[src/hw/uart_status_pkg.sv]
package uart_status_pkg;
  // Byte addresses of the register words
  localparam logic [7:0] ADDR_LINE_STATUS = 8'h00;
  localparam logic [7:0] ADDR_MODEM_STATUS = 8'h04;
  localparam logic [7:0] ADDR_SCRATCH_BYTE = 8'h08;
  localparam logic [7:0] ADDR_MODEM_CONTROL = 8'h0C;
  localparam logic [7:0] ADDR_IRQ_STATUS = 8'h10;
  localparam logic [7:0] ADDR_IRQ_ENABLE = 8'h14;
  localparam logic [7:0] ADDR_IRQ_CLEAR = 8'h18;
  localparam logic [7:0] ADDR_RX_DATA = 8'h1C;
  // Field positions
  localparam int LS_DATA_READY = 0;
  localparam int LS_OVERRUN = 1;
  localparam int MC_DTR = 0;
  localparam int MC_RTS = 1;
  localparam int MC_OUT1 = 2;
  localparam int MC_OUT2 = 3;
  localparam int MC_LOOP = 4;
  localparam int IRQ_MODEM = 0;
  localparam int IRQ_OVERRUN = 1;
  localparam int IRQ_DATA = 2;
  // Reset values
  localparam logic [7:0] RST_BYTE = 8'h00;
  localparam logic [2:0] RST_IRQ = 3'h0;
  // Receive FIFO depth
  localparam int FIFO_DEPTH = 32;
  localparam int FIFO_AW = 5;
  // AXI responses
  localparam logic [1:0] RESP_OKAY = 2'h0;
  localparam logic [1:0] RESP_SLVERR = 2'h2;
endpackage

[src/hw/uart_line_modem_status.sv]
// Chosen here: the register addresses and the AXI4-Lite slave port.
`timescale 1ns/1ps
// How it works
// - Overrun flag sets when FIFO full on completion
// - Overrun: new character discarded, FIFO untouched
// - Data-ready high while FIFO holds characters
// - Reset clears overrun, data-ready, change bits
// - Modem input change sets its change bit
// - Host read clears all four change bits
// - Bits 7..4 are inverted modem inputs
// - Loop-back: bit 7 returns out2
// - Loop-back: bit 6 returns out1
// - Loop-back: bit 5 returns DTR control
// - Loop-back: bit 4 returns RTS control
// - CD, DSR, CTS change bits: either edge
// - Ring change bit: trailing edge only
// - Modem interrupt set while any change bit set, then held until write-one clear
// - Scratch byte stores host value, no effect
module uart_line_modem_status (
  // Clock and reset
  input wire logic i_core_clk,
  input wire logic i_rstn,
  // AXI4-Lite write address
  input wire logic i_awvalid,
  output logic o_awready,
  input wire logic [7:0] i_awaddr,
  // AXI4-Lite write data
  input wire logic i_wvalid,
  output logic o_wready,
  input wire logic [31:0] i_wdata,
  input wire logic [3:0] i_wstrb,
  // AXI4-Lite write response
  output logic o_bvalid,
  input wire logic i_bready,
  output logic [1:0] o_bresp,
  // AXI4-Lite read address
  input wire logic i_arvalid,
  output logic o_arready,
  input wire logic [7:0] i_araddr,
  // AXI4-Lite read data
  output logic o_rvalid,
  input wire logic i_rready,
  output logic [31:0] o_rdata,
  output logic [1:0] o_rresp,
  // Receiver: completed character from the shift register
  input wire logic i_rx_char_valid,
  input wire logic [7:0] i_rx_char,
  // Modem control pins, active low, asynchronous
  input wire logic i_cd_n,
  input wire logic i_ri_n,
  input wire logic i_dsr_n,
  input wire logic i_cts_n,
  // Modem control outputs, active low
  output logic o_dtr_n,
  output logic o_rts_n,
  output logic o_out1_n,
  output logic o_out2_n,
  // Interrupt
  output logic o_irq
);
  // Pin synchronisers: first stage read only by second
  logic [3:0] pin_meta_reg; // {cd, ri, dsr, cts} active low
  logic [3:0] pin_sync_reg;
  // Register state
  logic [7:0] modem_control_reg;
  logic [7:0] scratch_byte_reg;
  logic [3:0] modem_state_prev_reg; // Previous current-state bits {7..4}
  logic [3:0] modem_delta_reg; // Change-detect bits 3..0
  logic overrun_reg;
  logic [2:0] irq_status_reg;
  logic [2:0] irq_enable_reg;
  // FIFO pointers
  logic [uart_status_pkg::FIFO_AW:0] wr_ptr_reg;
  logic [uart_status_pkg::FIFO_AW:0] rd_ptr_reg;
  logic [uart_status_pkg::FIFO_AW:0] rd_ptr_next;
  logic [7:0] fifo_rd_data;
  // Bus state
  logic aw_held_reg;
  logic w_held_reg;
  logic [7:0] aw_addr_reg;
  logic [31:0] w_data_reg;
  logic [3:0] w_strb_reg;
  // Derived signals
  logic loop_mode;
  logic [3:0] modem_state; // {bit7, bit6, bit5, bit4}
  logic [3:0] delta_set;
  logic fifo_full;
  logic fifo_empty;
  logic wr_fire;
  logic rd_take;
  logic rd_modem;
  logic rd_pop;
  logic push;
  logic overrun_evt;
  logic [7:0] line_status;
  logic [2:0] irq_clear;

  // Two-flop synchroniser for the asynchronous modem pins
  always_ff @(posedge i_core_clk or negedge i_rstn) begin
    if (!i_rstn) begin
      pin_meta_reg <= 4'hF;
      pin_sync_reg <= 4'hF;
    end else begin
      pin_meta_reg <= {i_cd_n, i_ri_n, i_dsr_n, i_cts_n};
      pin_sync_reg <= pin_meta_reg;
    end
  end

  assign loop_mode = modem_control_reg[uart_status_pkg::MC_LOOP];

  // Current-state bits: inverted pins, or modem control in loop-back
  always_comb begin
    if (loop_mode) begin
      modem_state[3] = modem_control_reg[uart_status_pkg::MC_OUT2];
      modem_state[2] = modem_control_reg[uart_status_pkg::MC_OUT1];
      modem_state[1] = modem_control_reg[uart_status_pkg::MC_DTR];
      modem_state[0] = modem_control_reg[uart_status_pkg::MC_RTS];
    end else begin
      modem_state = ~pin_sync_reg;
    end
  end

  // Edge detection on the reported state; ring only on pin rising,
  // which is the reported bit falling
  always_comb begin
    delta_set[3] = modem_state[3] ^ modem_state_prev_reg[3];
    delta_set[2] = modem_state_prev_reg[2] & ~modem_state[2];
    delta_set[1] = modem_state[1] ^ modem_state_prev_reg[1];
    delta_set[0] = modem_state[0] ^ modem_state_prev_reg[0];
  end

  // Previous state tracker; reset matches idle (pins high)
  always_ff @(posedge i_core_clk or negedge i_rstn) begin
    if (!i_rstn) begin
      modem_state_prev_reg <= 4'h0;
    end else begin
      modem_state_prev_reg <= modem_state;
    end
  end

  // Read handshake decode
  assign rd_take = i_arvalid && !o_rvalid;
  assign rd_modem = rd_take && (i_araddr == uart_status_pkg::ADDR_MODEM_STATUS);
  assign rd_pop = rd_take && (i_araddr == uart_status_pkg::ADDR_RX_DATA) && !fifo_empty;

  // Change-detect bits: a new change wins over the read clear
  always_ff @(posedge i_core_clk or negedge i_rstn) begin
    if (!i_rstn) begin
      modem_delta_reg <= 4'h0;
    end else if (rd_modem) begin
      modem_delta_reg <= delta_set;
    end else begin
      modem_delta_reg <= modem_delta_reg | delta_set;
    end
  end

  // FIFO status
  assign fifo_empty = (wr_ptr_reg == rd_ptr_reg);
  assign fifo_full = (wr_ptr_reg[uart_status_pkg::FIFO_AW] != rd_ptr_reg[uart_status_pkg::FIFO_AW]) &&
    (wr_ptr_reg[uart_status_pkg::FIFO_AW-1:0] == rd_ptr_reg[uart_status_pkg::FIFO_AW-1:0]);
  assign push = i_rx_char_valid && !fifo_full;
  assign overrun_evt = i_rx_char_valid && fifo_full;
  assign rd_ptr_next = rd_ptr_reg + {{uart_status_pkg::FIFO_AW{1'b0}}, rd_pop};

  // Write pointer: no push while full, so stored data stay intact
  always_ff @(posedge i_core_clk or negedge i_rstn) begin
    if (!i_rstn) begin
      wr_ptr_reg <= '0;
    end else if (push) begin
      wr_ptr_reg <= wr_ptr_reg + 1'b1;
    end
  end

  // Read pointer advances on a data read
  always_ff @(posedge i_core_clk or negedge i_rstn) begin
    if (!i_rstn) begin
      rd_ptr_reg <= '0;
    end else begin
      rd_ptr_reg <= rd_ptr_next;
    end
  end

  rx_fifo_mem u_mem (
    .i_core_clk(i_core_clk),
    .i_wr_en(push),
    .i_wr_addr(wr_ptr_reg[uart_status_pkg::FIFO_AW-1:0]),
    .i_wr_data(i_rx_char),
    .i_rd_addr(rd_ptr_next[uart_status_pkg::FIFO_AW-1:0]),
    .o_rd_data(fifo_rd_data)
  );

  // Overrun flag: set wins over the clear by a line status read
  always_ff @(posedge i_core_clk or negedge i_rstn) begin
    if (!i_rstn) begin
      overrun_reg <= 1'b0;
    end else if (overrun_evt) begin
      overrun_reg <= 1'b1;
    end else if (rd_take && (i_araddr == uart_status_pkg::ADDR_LINE_STATUS)) begin
      overrun_reg <= 1'b0;
    end
  end

  // Line status word; data ready follows FIFO occupancy directly
  always_comb begin
    line_status = 8'h00;
    line_status[uart_status_pkg::LS_DATA_READY] = !fifo_empty;
    line_status[uart_status_pkg::LS_OVERRUN] = overrun_reg;
  end

  // Write channel capture: address and data in either order
  assign wr_fire = aw_held_reg && w_held_reg && !o_bvalid;
  always_ff @(posedge i_core_clk or negedge i_rstn) begin
    if (!i_rstn) begin
      aw_held_reg <= 1'b0;
      aw_addr_reg <= 8'h00;
    end else if (i_awvalid && o_awready) begin
      aw_held_reg <= 1'b1;
      aw_addr_reg <= i_awaddr;
    end else if (wr_fire) begin
      aw_held_reg <= 1'b0;
    end
  end

  always_ff @(posedge i_core_clk or negedge i_rstn) begin
    if (!i_rstn) begin
      w_held_reg <= 1'b0;
      w_data_reg <= 32'h0000_0000;
      w_strb_reg <= 4'h0;
    end else if (i_wvalid && o_wready) begin
      w_held_reg <= 1'b1;
      w_data_reg <= i_wdata;
      w_strb_reg <= i_wstrb;
    end else if (wr_fire) begin
      w_held_reg <= 1'b0;
    end
  end

  // Ready outputs registered: each accepts only while its own half is not held
  always_ff @(posedge i_core_clk or negedge i_rstn) begin
    if (!i_rstn) begin
      o_awready <= 1'b0;
      o_wready <= 1'b0;
    end else begin
      o_awready <= !aw_held_reg && !(i_awvalid && o_awready);
      o_wready <= !w_held_reg && !(i_wvalid && o_wready);
    end
  end

  // Write response; unmapped or read-only addresses answer SLVERR
  always_ff @(posedge i_core_clk or negedge i_rstn) begin
    if (!i_rstn) begin
      o_bvalid <= 1'b0;
      o_bresp <= uart_status_pkg::RESP_OKAY;
    end else if (wr_fire) begin
      o_bvalid <= 1'b1;
      case (aw_addr_reg)
        uart_status_pkg::ADDR_SCRATCH_BYTE,
        uart_status_pkg::ADDR_MODEM_CONTROL,
        uart_status_pkg::ADDR_IRQ_ENABLE,
        uart_status_pkg::ADDR_IRQ_CLEAR: o_bresp <= uart_status_pkg::RESP_OKAY;
        default: o_bresp <= uart_status_pkg::RESP_SLVERR;
      endcase
    end else if (o_bvalid && i_bready) begin
      o_bvalid <= 1'b0;
    end
  end

  // Writable registers, low byte lane only
  always_ff @(posedge i_core_clk or negedge i_rstn) begin
    if (!i_rstn) begin
      scratch_byte_reg <= uart_status_pkg::RST_BYTE;
      modem_control_reg <= uart_status_pkg::RST_BYTE;
      irq_enable_reg <= uart_status_pkg::RST_IRQ;
    end else if (wr_fire && w_strb_reg[0]) begin
      if (aw_addr_reg == uart_status_pkg::ADDR_SCRATCH_BYTE) begin
        scratch_byte_reg <= w_data_reg[7:0];
      end
      if (aw_addr_reg == uart_status_pkg::ADDR_MODEM_CONTROL) begin
        modem_control_reg <= {3'h0, w_data_reg[4:0]};
      end
      if (aw_addr_reg == uart_status_pkg::ADDR_IRQ_ENABLE) begin
        irq_enable_reg <= w_data_reg[2:0];
      end
    end
  end

  // Interrupt status: events set, write-one clear, set wins
  assign irq_clear = (wr_fire && w_strb_reg[0] && aw_addr_reg == uart_status_pkg::ADDR_IRQ_CLEAR) ?
    w_data_reg[2:0] : 3'h0;
  always_ff @(posedge i_core_clk or negedge i_rstn) begin
    if (!i_rstn) begin
      irq_status_reg <= uart_status_pkg::RST_IRQ;
    end else begin
      irq_status_reg[uart_status_pkg::IRQ_MODEM] <= (|modem_delta_reg) |
        (irq_status_reg[uart_status_pkg::IRQ_MODEM] & ~irq_clear[uart_status_pkg::IRQ_MODEM]);
      irq_status_reg[uart_status_pkg::IRQ_OVERRUN] <= overrun_evt |
        (irq_status_reg[uart_status_pkg::IRQ_OVERRUN] & ~irq_clear[uart_status_pkg::IRQ_OVERRUN]);
      irq_status_reg[uart_status_pkg::IRQ_DATA] <= push |
        (irq_status_reg[uart_status_pkg::IRQ_DATA] & ~irq_clear[uart_status_pkg::IRQ_DATA]);
    end
  end

  // Interrupt output level from a flop
  always_ff @(posedge i_core_clk or negedge i_rstn) begin
    if (!i_rstn) begin
      o_irq <= 1'b0;
    end else begin
      o_irq <= |(irq_status_reg & irq_enable_reg);
    end
  end

  // Read answer one cycle after the address is taken
  // Address ready is a flop that mirrors an idle read channel
  always_ff @(posedge i_core_clk or negedge i_rstn) begin
    if (!i_rstn) begin
      o_arready <= 1'b1;
    end else if (rd_take) begin
      o_arready <= 1'b0;
    end else if (o_rvalid && i_rready) begin
      o_arready <= 1'b1;
    end
  end
  always_ff @(posedge i_core_clk or negedge i_rstn) begin
    if (!i_rstn) begin
      o_rvalid <= 1'b0;
      o_rdata <= 32'h0000_0000;
      o_rresp <= uart_status_pkg::RESP_OKAY;
    end else if (rd_take) begin
      o_rvalid <= 1'b1;
      o_rresp <= uart_status_pkg::RESP_OKAY;
      case (i_araddr)
        uart_status_pkg::ADDR_LINE_STATUS: o_rdata <= {24'h0, line_status};
        uart_status_pkg::ADDR_MODEM_STATUS: o_rdata <= {24'h0, modem_state, modem_delta_reg};
        uart_status_pkg::ADDR_SCRATCH_BYTE: o_rdata <= {24'h0, scratch_byte_reg};
        uart_status_pkg::ADDR_MODEM_CONTROL: o_rdata <= {24'h0, modem_control_reg};
        uart_status_pkg::ADDR_IRQ_STATUS: o_rdata <= {29'h0, irq_status_reg};
        uart_status_pkg::ADDR_IRQ_ENABLE: o_rdata <= {29'h0, irq_enable_reg};
        uart_status_pkg::ADDR_IRQ_CLEAR: o_rdata <= 32'h0000_0000;
        uart_status_pkg::ADDR_RX_DATA: o_rdata <= {24'h0, fifo_rd_data};
        default: begin
          o_rdata <= 32'h0000_0000;
          o_rresp <= uart_status_pkg::RESP_SLVERR;
        end
      endcase
    end else if (o_rvalid && i_rready) begin
      o_rvalid <= 1'b0;
    end
  end

  // Modem control pins; loop-back keeps them inactive (high)
  always_ff @(posedge i_core_clk or negedge i_rstn) begin
    if (!i_rstn) begin
      o_dtr_n <= 1'b1;
      o_rts_n <= 1'b1;
      o_out1_n <= 1'b1;
      o_out2_n <= 1'b1;
    end else begin
      o_dtr_n <= loop_mode | ~modem_control_reg[uart_status_pkg::MC_DTR];
      o_rts_n <= loop_mode | ~modem_control_reg[uart_status_pkg::MC_RTS];
      o_out1_n <= loop_mode | ~modem_control_reg[uart_status_pkg::MC_OUT1];
      o_out2_n <= loop_mode | ~modem_control_reg[uart_status_pkg::MC_OUT2];
    end
  end
endmodule

[src/hw/rx_fifo_mem.sv]
`timescale 1ns/1ps
// Receive character store; read data leave through a register
module rx_fifo_mem (
  // Clock
  input wire logic i_core_clk,
  // Write port
  input wire logic i_wr_en,
  input wire logic [uart_status_pkg::FIFO_AW-1:0] i_wr_addr,
  input wire logic [7:0] i_wr_data,
  // Read port
  input wire logic [uart_status_pkg::FIFO_AW-1:0] i_rd_addr,
  output logic [7:0] o_rd_data
);
  logic [7:0] mem [uart_status_pkg::FIFO_DEPTH]; // Storage array, no reset needed

  // Write side
  always_ff @(posedge i_core_clk) begin
    if (i_wr_en) begin
      mem[i_wr_addr] <= i_wr_data;
    end
  end

  // Registered read of the head
  always_ff @(posedge i_core_clk) begin
    o_rd_data <= mem[i_rd_addr];
  end
endmodule

[config.mk]
export PLATFORM = sky130hd
export DESIGN_NAME = uart_line_modem_status
export DESIGN_NICKNAME = d
export VERILOG_FILES = /design/src/hw/uart_status_pkg.sv /design/src/hw/uart_line_modem_status.sv /design/src/hw/rx_fifo_mem.sv
export SDC_FILE = /design/constraint.sdc
export NUM_CORES = 1
export LEC_CHECK = 0
export ABC_CLOCK_PERIOD_IN_PS = 7300
export BUFFER_PORTS_ARGS = -buffer_cell sky130_fd_sc_hd__buf_4
export CAP_MARGIN = 20
export CORE_MARGIN = 5
export CORE_UTILIZATION = 55
export DETAILED_ROUTE_END_ITERATION = 6
export GPL_TIMING_DRIVEN = 0
export PLACE_DENSITY = 0.74
export SYNTH_ARGS = -nofsm -noshare
export SYNTH_HDL_FRONTEND = slang
export SYNTH_SLANG_ARGS = --single-unit
export TNS_END_PERCENT = 10
[constraint.sdc]
create_clock -name i_core_clk -period 7.3 [get_ports i_core_clk]
set_input_delay 0.365 -clock i_core_clk [delete_from_list [all_inputs] [get_ports i_core_clk]]
set_output_delay 0.365 -clock i_core_clk [all_outputs]
set_load 0.02 [all_outputs]
==> impl_results.md, run 1 <==
- Number of antenna diodes: 0
- Root Buffer: clkbuf_16
- Critical Path Fanout Max: 10
- Drt via density: around 5.9
- Drt wl/cell: approximately 22 µm
- Synth warn: 0
- Peak VDD IR: 213.7 µV
- Die height: 171.3 µm
- WP buf/inv: 3
- CP max-delay cell: clkbuf_1
- Worst setup margin: between 3 and 4 ns
- Slew @ Worst Pin: a little over 0.9 ns
- Routed WL: approximately 34000 µm
- # H-tree levels: 2
- Synth Area in Adders: less than 1%
- Largest family of logic cells by synthesized area: simple AND/OR/NAND/NOR gates
- Pleak: 6.177 nW
- Worst Skew: approximately 0.019 ns
- Pwr Density: approximately 330 nW/µm²
- Pwr Total: 5.444 mW
- Biggest register: u_mem.mem
- Critical Path Max Stage Delay: roughly 0.54 ns
- I/O Buffers: between 60 and 70
- Post-synth EDFFs: around 260
- Starting density of the core: a little under three fifths
- Hold path depth: 2
- Post-route ant nets: 0
- Max_slew headroom: between 30% and 40%
- Main flop type after synthesis: edfxtp_1
- Post-synthesis register bit count: ~350
- Worst min-delay path startpoint: i_bready
- Final min period: around 4.2 ns
- Critical path cell sequence: nor2b_1, nand4_2, a211oi_1, ha_1, xor2_1, and2_1, clkbuf_1, clkbuf_1, clkbuf_1, nand3_1, nand4_1, nand3_1
- Cell count after synthesis: approximately 1100
- Worst-path clk slew: roughly 0.060 ns
- XOR/XNOR Fraction of Synth Area: under 10%
- Largest register FFs: 256
- Critical Path End Type: register
- Final max-slew violation count: 0
- Cell Count, Final, Fillers Out: around 1500
- Core Area: around 26000 µm²
- CTS Buf Count: 37
- CP most frequent cell: clkbuf_1
- Combinational Power Share: about a fifth
- Gr ovfl total: 0
- DRT Pass-1 Iters: 6
- Status: complete, no violations
- Critical register-to-register path startpoint: o_rvalid$_DFFE_PN0P_
- Final hold violation count: 0
- Simple-gate share of the synthesized area: between 10 and 15%
- Crit path from: o_rvalid$_DFFE_PN0P_
- Largest net degree at the start of global routing: a little under 90
- Clock share of power: between 30% and 40%
- IO Pins: between 100 and 150
- Die X: between 150 and 200 µm
- Period utilization: approximately three fifths
- Crit path DAT: about 4.6 ns
- Ys async rst share: ~25%
- Sink Count: 351
- RePlAce Congestion: between 0.9 and 1
- Delay-heaviest family, CP: simple AND/OR/NAND/NOR gates
- Commonest non-fill, non-tap cells in the layout: 256 x edfxtp_1, 190 x nand2_1, 93 x buf_4, 81 x nand3_1, 74 x dfrtp_1
- Rows: between 50 and 60
- Most common cell after layout, fill and taps aside: edfxtp_1
- MaxCap Viol Count: 0
- Post-synthesis sequential area ratio: a little over two thirds
- Pre-CTS WS: 3.125 ns
- CTS tree: done
- CP Class: register to register
- Final net count: ~1300
- Syn_area_per_cell: ~14 µm²
- Dpl hpwl: between 20000 and 25000 µm
- NetSw: between 1.5 and 2 mW
- Yosys cell types: 65
- Antenna violations before repair: 0
- Setup_tns: 0 ns
- Power share of the sequential group: between 40% and 50%
- DRT iter0 DRCs: a little under 1000
- DRC violations left: 0
- Fmax: 0.2353 GHz
- Post-synthesis mux area share: 5.774%
- Vias in the first global route: around 9300
- Global Route Usage Sum: between 20% and 30%
- Final setup viols: 0
- Clock buffer depth: 3
- Synth Cell Area: ~14000 µm²
- Clk_lat worst skew: 0.52 ns
- Worst Path Required: about 7.7 ns
- Startpoint types: register
- Reg2reg path depth: 12
- P&R area growth vs syn: 15.71%
- RSZ-0062 raised after global routing: no
- CP Depth: 12
- Placed Cells: around 1500
- Worst min-delay path class: primary input to register
- Total die area: between 20000 and 30000 µm²
- Net Sw Frac: between 20% and 30%
- First-pass GRT wire length: 51810 µm
- Compound-Gate Fraction of Synth Area: 6.640%
- Internal power: about 3.9 mW
- Total vias in the final route: 9194
- Layout cells sized above 1: 20.26%
power by group through the flow:
stage	logic, mW	clock network [mW]	registers [mW]
global placement	1.12	0	2.49
detailed placement	1.15	0	2.50
floorplan	0.771	0	2.48
finish	1.17	1.81	2.47
CTS	1.16	1.82	2.46
global route	1.26	1.91	2.48
cells by family (layout without fill, tap and decap cells):
kind of cell,Yosys count,in the layout
xor gates and xnor gates,18,18
other,1,26
buffers and inverters,94,229
DFF,351,351
adders and majority gates,5,5
muxes,75,75
and+or+nand+nor,380,380
AOI/OAI and AO/OA,130,130
worst register-to-register path, stage by stage, from the launching register on:
cell      delay (ns)
dfrtp_1         0.42
nor2b_1         0.47
nand4_2         0.25
a211oi_1        0.31
ha_1            0.26
xor2_1          0.34
and2_1          0.18
clkbuf_1        0.28
clkbuf_1        0.54
clkbuf_1        0.49
nand3_1         0.22
nand4_1         0.22
nand3_1         0.13
metal layers:
| metal | GRT usage (%) | vias up | routed length [µm] |
|---|---|---|---|
| met5 | 0 | - | 0 |
| li1 | - | 4103 | - |
| met1 | 31.52 | 4539 | 13670 |
| met2 | 36.39 | 467 | 15760 |
| met4 | 10.06 | 0 | 1375 |
| met3 | 4.826 | 85 | 2948 |
per-stage QoR:
stage | util (%) | hold slack (ns) | area (µm²)
finish | 64.05 | 0.02524 | 16550
global route | 64.05 | 0.01580 | 16550
floorplan | - | 0.06941 | 14400
global placement | 59.20 | 0.3466 | 15300
CTS | 63.91 | 0.01077 | 16510
detailed placement | 59.20 | 0.3472 | 15300
cell type report:
type                            instances  area (µm²)
Clock inverter                         13       121.4
Sequential cell                       351       10040
Timing Repair Buffer                   70       558.0
Tap cell                              335       419.2
Inverter                               18       67.56
Fill cell                            1880        9288
Clock buffer                           52        1055
Multi-Input combinational cell        634        3839
Buffer                                 76       449.2
synthesized netlist by cell type (11+ instances only):
| cell type | count | area share [%] |
|---|---|---|
| mux2_2 | 44 | 3.5 |
| dfstp_2 | 13 | 2.4 |
| clkbuf_1 | 20 | 0.52 |
| a31oi_1 | 19 | 0.83 |
| xnor2_1 | 11 | 0.67 |
| buf_4 | 29 | 1.5 |
| buf_2 | 20 | 0.70 |
| dfrtp_1 | 74 | 13 |
| o21ai_0 | 39 | 1.4 |
| nand3_1 | 81 | 2.8 |
| nor2_1 | 46 | 1.2 |
| nand2_1 | 190 | 5.0 |
| inv_1 | 17 | 0.45 |
| nand4_1 | 20 | 0.87 |
| mux2i_1 | 24 | 1.7 |
| edfxtp_1 | 256 | 54 |
final timing paths:
check | endpoint | slack (ns)
worst max-delay path | u_mem.o_rd_data[3]$_DFF_P_ | 3.05
worst min-delay path | o_bvalid$_DFFE_PN0P_ | 0.03
worst max register to register | u_mem.o_rd_data[3]$_DFF_P_ | 3.05
worst min register to register | pin_sync_reg[0]$_DFF_PN1_ | 0.35
max in group asynchronous | pin_sync_reg[0]$_DFF_PN1_ | 6.29
min in group asynchronous | w_data_reg[3]$_DFFE_PN0P_ | 0.37
repair_timing:
item                                   4_1_cts  5_1_grt
buffers inserted                             0        0
gates resized for setup                      0        0
hold buffers                                 4        1
endpoints found under the hold margin        4       35
(Power assumes the default switching activity.)
==> run 2, diff against run 1 <==
--- a/config.mk
+++ b/config.mk
@@ -5,7 +5,7 @@
 export SDC_FILE = /design/constraint.sdc
 export NUM_CORES = 1
 export LEC_CHECK = 0
-export ABC_CLOCK_PERIOD_IN_PS = 7300
+export ABC_CLOCK_PERIOD_IN_PS = 4280
 export BUFFER_PORTS_ARGS = -buffer_cell sky130_fd_sc_hd__buf_4
 export CAP_MARGIN = 20
 export CORE_MARGIN = 5
==> constraint.sdc (replaced) <==
create_clock -name i_core_clk -period 4.28 [get_ports i_core_clk]
set_input_delay 0.214 -clock i_core_clk [delete_from_list [all_inputs] [get_ports i_core_clk]]
set_output_delay 0.214 -clock i_core_clk [all_outputs]
set_load 0.02 [all_outputs]
==> run 2 against run 1 <==
Net effect:
- maximum frequency rose by 5.4%
- critical path depth did not move
- worst hold slack improved by 0.037 ns
- design area rose by 1.5%
- wire length rose by 1.4%
- via count rose by 1.8%
- core utilization rose by 0.94 points
- flip-flop and latch count did not move
- non-clock buffer count rose by 24
- critical endpoint is now u_mem.o_rd_data[4]$_DFF_P_
==> impl_results.md, run 2 (synthesized netlist as in run 1, its figures left out) <==
- Pwr Density: 554.5 nW/µm² (was 329.0 nW/µm²)
- Delay-heaviest family, CP: buffers and inverters (was simple AND/OR/NAND/NOR gates)
- Final setup viols: 0 (unchanged)
- Die X: 171.3 µm (unchanged)
- Starting density of the core: 55.36% (unchanged)
- Antenna violations before repair: 0 (unchanged)
- Drt wl/cell: 21.76 µm (was 21.79 µm)
- Routed WL: 34220 µm (was 33750 µm)
- Dpl hpwl: 22500 µm (unchanged)
- Final min period: 4.031 ns (was 4.250 ns)
- Critical Path Fanout Max: 10 (unchanged)
- First-pass GRT wire length: 52400 µm (was 51810 µm)
- Hold path depth: 3 (was 2)
- Worst-path clk slew: 0.06 ns (about the same)
- Critical register-to-register path startpoint: o_rvalid$_DFFE_PN0P_ (unchanged)
- Largest net degree at the start of global routing: 88 (unchanged)
- Worst setup margin: 0.2486 ns (was 3.050 ns)
- # H-tree levels: 2 (unchanged)
- DRT Pass-1 Iters: 5 (was 6)
- Biggest register: u_mem.mem (unchanged)
- CP Class: register to register (unchanged)
- Max_slew headroom: 37.24% (was 38.70%)
- Clk_lat worst skew: 0.52 ns (about the same)
- Period utilization: 94.19% (was 58.22%)
- Vias in the first global route: 9398 (was 9266)
- Rows: 59 (unchanged)
- Final max-slew violation count: 0 (unchanged)
- R2R setup slack: 0.25 ns (was 3.05 ns)
- Hold WS: 0.06208 ns (was 0.02524 ns)
- Final net count: 1289 (was 1265)
- Total die area: 29330 µm² (unchanged)
- Slew @ Worst Pin: 0.9379 ns (was 0.9161 ns)
- Drt via density: 5.952 (was 5.935)
- Worst Path Required: 4.65 ns (was 7.67 ns)
- WP buf/inv: 3 (unchanged)
- Gr ovfl total: 0 (unchanged)
- Setup_tns: 0 ns (unchanged)
- Final hold violation count: 0 (unchanged)
- Worst Skew: 0.01897 ns (was 0.01931 ns)
- I/O Buffers: 64 (unchanged)
- RSZ-0062 raised after global routing: no (unchanged)
- Root Buffer: clkbuf_16 (unchanged)
- Number of antenna diodes: 0 (unchanged)
- Crit path DAT: 4.40 ns (was 4.62 ns)
- CP max-delay cell: clkbuf_1 (unchanged)
- Most common cell after layout, fill and taps aside: edfxtp_1 (unchanged)
- Fmax: 0.2481 GHz (was 0.2353 GHz)
- P&R area growth vs syn: 17.42% (was 15.71%)
- Reg2reg path depth: 12 (unchanged)
- Critical Path Max Stage Delay: 0.48 ns (was 0.54 ns)
- MaxCap Viol Count: 0 (unchanged)
- Die height: 171.3 µm (unchanged)
- Core Area: 25840 µm² (unchanged)
- Commonest non-fill, non-tap cells in the layout: 256 x edfxtp_1, 190 x nand2_1, 93 x buf_4, 81 x nand3_1, 74 x dfrtp_1 (unchanged)
- Sink Count: 351 (unchanged)
- Critical path cell sequence: nor2b_2, nand4_2, a211oi_1, ha_1, xor2_1, and2_1, clkbuf_1, inv_1, clkbuf_1, o221ai_1, o22a_1, nand3_1 (was nor2b_1, nand4_2, a211oi_1, ha_1, xor2_1, and2_1, clkbuf_1, clkbuf_1, clkbuf_1, nand3_1, nand4_1, nand3_1)
- Worst min-delay path class: primary input to register (unchanged)
- Peak VDD IR: 364.4 µV (was 213.7 µV)
- Clock buffer depth: 3 (unchanged)
- Global Route Usage Sum: 23.35% (was 23.10%)
- Reg-to-reg endpoint: u_mem.o_rd_data[4]$_DFF_P_ (was u_mem.o_rd_data[3]$_DFF_P_)
- CTS tree: done (unchanged)
- Hold Path Sink: o_rresp[1]$_DFFE_PN0P_ (was o_bvalid$_DFFE_PN0P_)
- Layout cells sized above 1: 20.03% (was 20.26%)
- DRT iter0 DRCs: 1080 (was 972)
- RePlAce Congestion: 0.9489 (unchanged)
- Status: complete, no violations (unchanged)
- Pre-CTS WS: 0.1672 ns (was 3.125 ns)
- CTS Buf Count: 37 (unchanged)
- DRC violations left: 0 (unchanged)
- Critical Path End Type: register (unchanged)
- Startpoint types: register (unchanged)
- Pleak: 6.282 nW (was 6.177 nW)
- Largest register FFs: 256 (unchanged)
- IO Pins: 118 (unchanged)
- Post-route ant nets: 0 (unchanged)
- Total vias in the final route: 9362 (was 9194)
- Worst min-delay path startpoint: i_araddr[6] (was i_bready)
- CP most frequent cell: clkbuf_1 (unchanged)
-- run 2: how the worst max path moves through the flow --
stage / from / end / slack (ns) / cells past startpoint
after CTS: o_rvalid$_DFFE_PN0P_ / u_mem.o_rd_data[1]$_DFF_P_ / 0.1 / 12
after global routing: rd_ptr_reg[0]$_DFF_PN0_ / u_mem.o_rd_data[4]$_DFF_P_ / 0.07 / 13
after global placement: o_rvalid$_DFFE_PN0P_ / u_mem.o_rd_data[1]$_DFF_P_ / 0.26 / 12
after detailed placement: o_rvalid$_DFFE_PN0P_ / u_mem.o_rd_data[1]$_DFF_P_ / 0.17 / 12
after floorplan: rd_ptr_reg[0]$_DFF_PN0_ / u_mem.o_rd_data[5]$_DFF_P_ / 1.42 / 13
final: o_rvalid$_DFFE_PN0P_ / u_mem.o_rd_data[4]$_DFF_P_ / 0.25 / 12
-- run 2: worst reg2reg max path, cell delays in order (launching register included) --
cell      delay [ns]
dfrtp_1         0.43
nor2b_2         0.34
nand4_2         0.22
a211oi_1        0.29
ha_1            0.26
xor2_1          0.34
and2_1          0.18
clkbuf_1        0.48
inv_1           0.24
clkbuf_1        0.29
o221ai_1        0.40
o22a_1          0.29
nand3_1         0.14
-- run 2: timing repair --
| item | 4_1_cts | 5_1_grt |
|---|---|---|
| setup buffers | 0 | 0 |
| endpoints found under the setup margin | 0 | 8 |
| endpoints found under the hold margin | 102 | 0 |
| gates resized for setup | 0 | 3 |
| hold buffers | 29 | 0 |
-- run 2: power breakdown --
group / leakage, nW / internal (mW) / switching (mW)
clock network: 0.567 / 1.84 / 1.24
registers: 3.43 / 4.02 / 0.191
logic: 2.28 / 0.737 / 1.28
total: 6.28 / 6.60 / 2.72
-- run 2: area by class of cell --
cell class / instances / area, µm²
clock inverter: 13 / 121.4
inverter: 18 / 67.56
sequential: 351 / 10040
clock buffer: 52 / 1055
multi-input combinational: 634 / 3841
timing repair buffer: 94 / 798.3
fill: 1838 / 9044
buffer: 76 / 450.4
tap: 335 / 419.2
-- run 2: through the flow --
step	power [mW]	std cells	area (µm²)	util (%)
3_5_place_dp	6.226	1478	15300	59.20
5_1_grt	9.673	1573	16790	65.00
4_1_cts	9.310	1572	16760	64.88
6_report	9.312	1573	16790	65.00
3_3_place_gp	6.161	1478	15300	59.20
2_1_floorplan	5.547	1079	14400	-
-- run 2: routing by layer --
| metal | track usage (%) | vias to the layer above | share of wire, % |
|---|---|---|---|
| li1 | - | 4155 | - |
| met1 | 31.78 | 4633 | 40 |
| met2 | 36.99 | 482 | 47 |
| met3 | 4.803 | 92 | 9.1 |
| met4 | 10.06 | 0 | 4.2 |
| met5 | 0 | - | 0 |
==> run 3, diff against run 2 <==
--- a/config.mk
+++ b/config.mk
@@ -6,7 +6,7 @@
 export NUM_CORES = 1
 export LEC_CHECK = 0
 export ABC_CLOCK_PERIOD_IN_PS = 4280
-export BUFFER_PORTS_ARGS = -buffer_cell sky130_fd_sc_hd__buf_4
+export BUFFER_PORTS_ARGS = -buffer_cell sky130_fd_sc_hd__buf_2
 export CAP_MARGIN = 20
 export CORE_MARGIN = 5
 export CORE_UTILIZATION = 55
==> run 3 against run 2 <==
Net effect:
- sequential share of layout area increased by 0.58 points
- global-route usage decreased by 0.40 points
- combinational power decreased by 2%
- first-iteration DRC count increased by 2.0%
- wire length decreased by 1.8%
==> impl_results.md, run 3 (synthesized netlist as in run 1, its figures left out) <==
- Status: complete, no violations (unchanged)
- Total die area: 29330 µm² (unchanged)
- Post-route cell area: 16630 µm² (was 16790 µm²)
- Hold path depth: 3 (unchanged)
- Die X: 171.3 µm (unchanged)
- RePlAce Congestion: 0.9550 (was 0.9489)
- Worst Path Required: 4.65 ns (about the same)
- R2R setup slack: 0.006 ns (was 0.25 ns)
- Final hold violation count: 0 (unchanged)
- Pwr Density: 556.5 nW/µm² (was 554.5 nW/µm²)
- Worst-path clk slew: 0.06 ns (about the same)
- Crit path DAT: 4.65 ns (was 4.40 ns)
- Largest register FFs: 256 (unchanged)
- Dpl hpwl: 22080 µm (was 22500 µm)
- RSZ-0062 raised after global routing: yes (was no)
- Layout cells sized above 1: 19.74% (was 20.03%)
- Core Area: 25840 µm² (unchanged)
- Post-route ant nets: 0 (unchanged)
- Clock buffer depth: 3 (unchanged)
- Critical Path Fanout Max: 10 (unchanged)
- Fmax: 0.2340 GHz (was 0.2481 GHz)
- Routed WL: 33610 µm (was 34220 µm)
- First-pass GRT wire length: 51360 µm (was 52400 µm)
- Total vias in the final route: 9218 (was 9362)
- Startpoint types: register (unchanged)
- Clk_lat worst skew: 0.53 ns (was 0.52 ns)
- Vias in the first global route: 8987 (was 9398)
- Hold Path Sink: o_rresp[1]$_DFFE_PN0P_ (unchanged)
- Peak VDD IR: 350.2 µV (was 364.4 µV)
- Starting density of the core: 55.36% (unchanged)
- Antenna violations before repair: 0 (unchanged)
- # H-tree levels: 2 (unchanged)
- Commonest non-fill, non-tap cells in the layout: 256 x edfxtp_1, 190 x nand2_1, 83 x buf_2, 81 x nand3_1, 74 x dfrtp_1 (was 256 x edfxtp_1, 190 x nand2_1, 93 x buf_4, 81 x nand3_1, 74 x dfrtp_1)
- CP Class: register to register (unchanged)
- Final max-slew violation count: 0 (unchanged)
- Critical Path End Type: register (unchanged)
- Max_slew headroom: 42.25% (was 37.24%)
- Die height: 171.3 µm (unchanged)
- Hold WS: 0.08428 ns (was 0.06208 ns)
- Critical register-to-register path startpoint: o_rvalid$_DFFE_PN0P_ (unchanged)
- Number of antenna diodes: 0 (unchanged)
- Biggest register: u_mem.mem (unchanged)
- DRT iter0 DRCs: 1102 (was 1080)
- Sink Count: 351 (unchanged)
- Root Buffer: clkbuf_16 (unchanged)
- Pleak: 6.234 nW (was 6.282 nW)
- CTS Buf Count: 37 (unchanged)
- Rows: 59 (unchanged)
- CTS tree: done (unchanged)
- Reg2reg path depth: 12 (unchanged)
- P&R area growth vs syn: 16.29% (was 17.42%)
- Placed cell areas: 15170 µm² (was 15300 µm²)
- Slew @ Worst Pin: 0.8631 ns (was 0.9379 ns)
- Global Route Usage Sum: 22.95% (was 23.35%)
- Period utilization: 99.86% (was 94.19%)
- Finished Core Util: 64.37% (was 65.00%)
- DRT Pass-1 Iters: 6 (was 5)
- I/O Buffers: 64 (unchanged)
- Final setup viols: 0 (unchanged)
- DRC violations left: 0 (unchanged)
- Drt via density: 5.849 (was 5.952)
- Final min period: 4.274 ns (was 4.031 ns)
- Largest net degree at the start of global routing: 70 (was 88)
- Gr ovfl total: 0 (unchanged)
- Final net count: 1289 (unchanged)
- Drt wl/cell: 21.33 µm (was 21.76 µm)
- IO Pins: 118 (unchanged)
- Reg-to-reg endpoint: u_mem.o_rd_data[4]$_DFF_P_ (unchanged)
- Worst min-delay path class: primary input to register (unchanged)
- Worst Skew: 0.02099 ns (was 0.01897 ns)
- Most common cell after layout, fill and taps aside: edfxtp_1 (unchanged)
- Worst min-delay path startpoint: i_araddr[6] (unchanged)
- MaxCap Viol Count: 0 (unchanged)
run 3: through the flow:
step	setup WS (ns)	std cells	total power [mW]	TNS [ns]
floorplan	1.418	1079	5.547	0
global placement	0.2378	1478	6.136	0
detailed placement	0.1645	1479	6.192	0
CTS	0.09476	1576	9.274	0
global route	-0.1051	1576	9.626	-0.3082
finish	0.006067	1576	9.256	0
run 3: worst max-delay path by stage:
stage                                 start                         end  slack, ns  depth (start not counted)
floorplan           rd_ptr_reg[0]$_DFF_PN0_  u_mem.o_rd_data[5]$_DFF_P_       1.42                         13
global placement       o_rvalid$_DFFE_PN0P_  u_mem.o_rd_data[1]$_DFF_P_       0.24                         12
detailed placement     o_rvalid$_DFFE_PN0P_  u_mem.o_rd_data[1]$_DFF_P_       0.16                         12
CTS                    o_rvalid$_DFFE_PN0P_  u_mem.o_rd_data[1]$_DFF_P_       0.09                         12
global route           o_rvalid$_DFFE_PN0P_  u_mem.o_rd_data[4]$_DFF_P_      -0.11                         12
finish                 o_rvalid$_DFFE_PN0P_  u_mem.o_rd_data[4]$_DFF_P_      0.006                         12
run 3: timing repair:
action / 4_1_cts / 5_1_grt
resized for setup: 0 / 2
hold endpoints to repair: 112 / 0
hold buffers: 29 / 0
endpoints found under the setup margin: 0 / 7
setup buffers: 0 / 0
run 3: power breakdown:
part           internal, mW  total [mW]  switching [mW]
clock network          1.83        3.07            1.24
logic                 0.711        1.98            1.27
registers              4.02        4.20           0.185
run 3: critical path, cell delays in order (launching register included):
cell and delay [ns]:
dfrtp_1 0.40, nor2b_1 0.47, nand4_2 0.28, a211oi_1 0.33
ha_1 0.26, xor2_1 0.36, and2_1 0.18, clkbuf_1 0.46
inv_1 0.24, clkbuf_1 0.31, o221ai_1 0.41, o22a_1 0.28
nand3_1 0.13
run 3: metal layers:
layer | part of all wire (%) | track usage, %
met1 | 41 | 31.57
met2 | 48 | 37.47
met4 | 3.2 | 8.164
met5 | 0 | 0
met3 | 8.1 | 3.861
run 3: area by class of cell:
class | instances | area, µm²
clock inverter | 9 | 72.57
tap | 335 | 419.2
clock buffer | 59 | 1102
sequential | 351 | 10040
inverter | 18 | 67.56
fill | 1872 | 9205
buffer | 76 | 450.4
multi-input combinational | 634 | 3839
timing repair buffer | 94 | 640.6
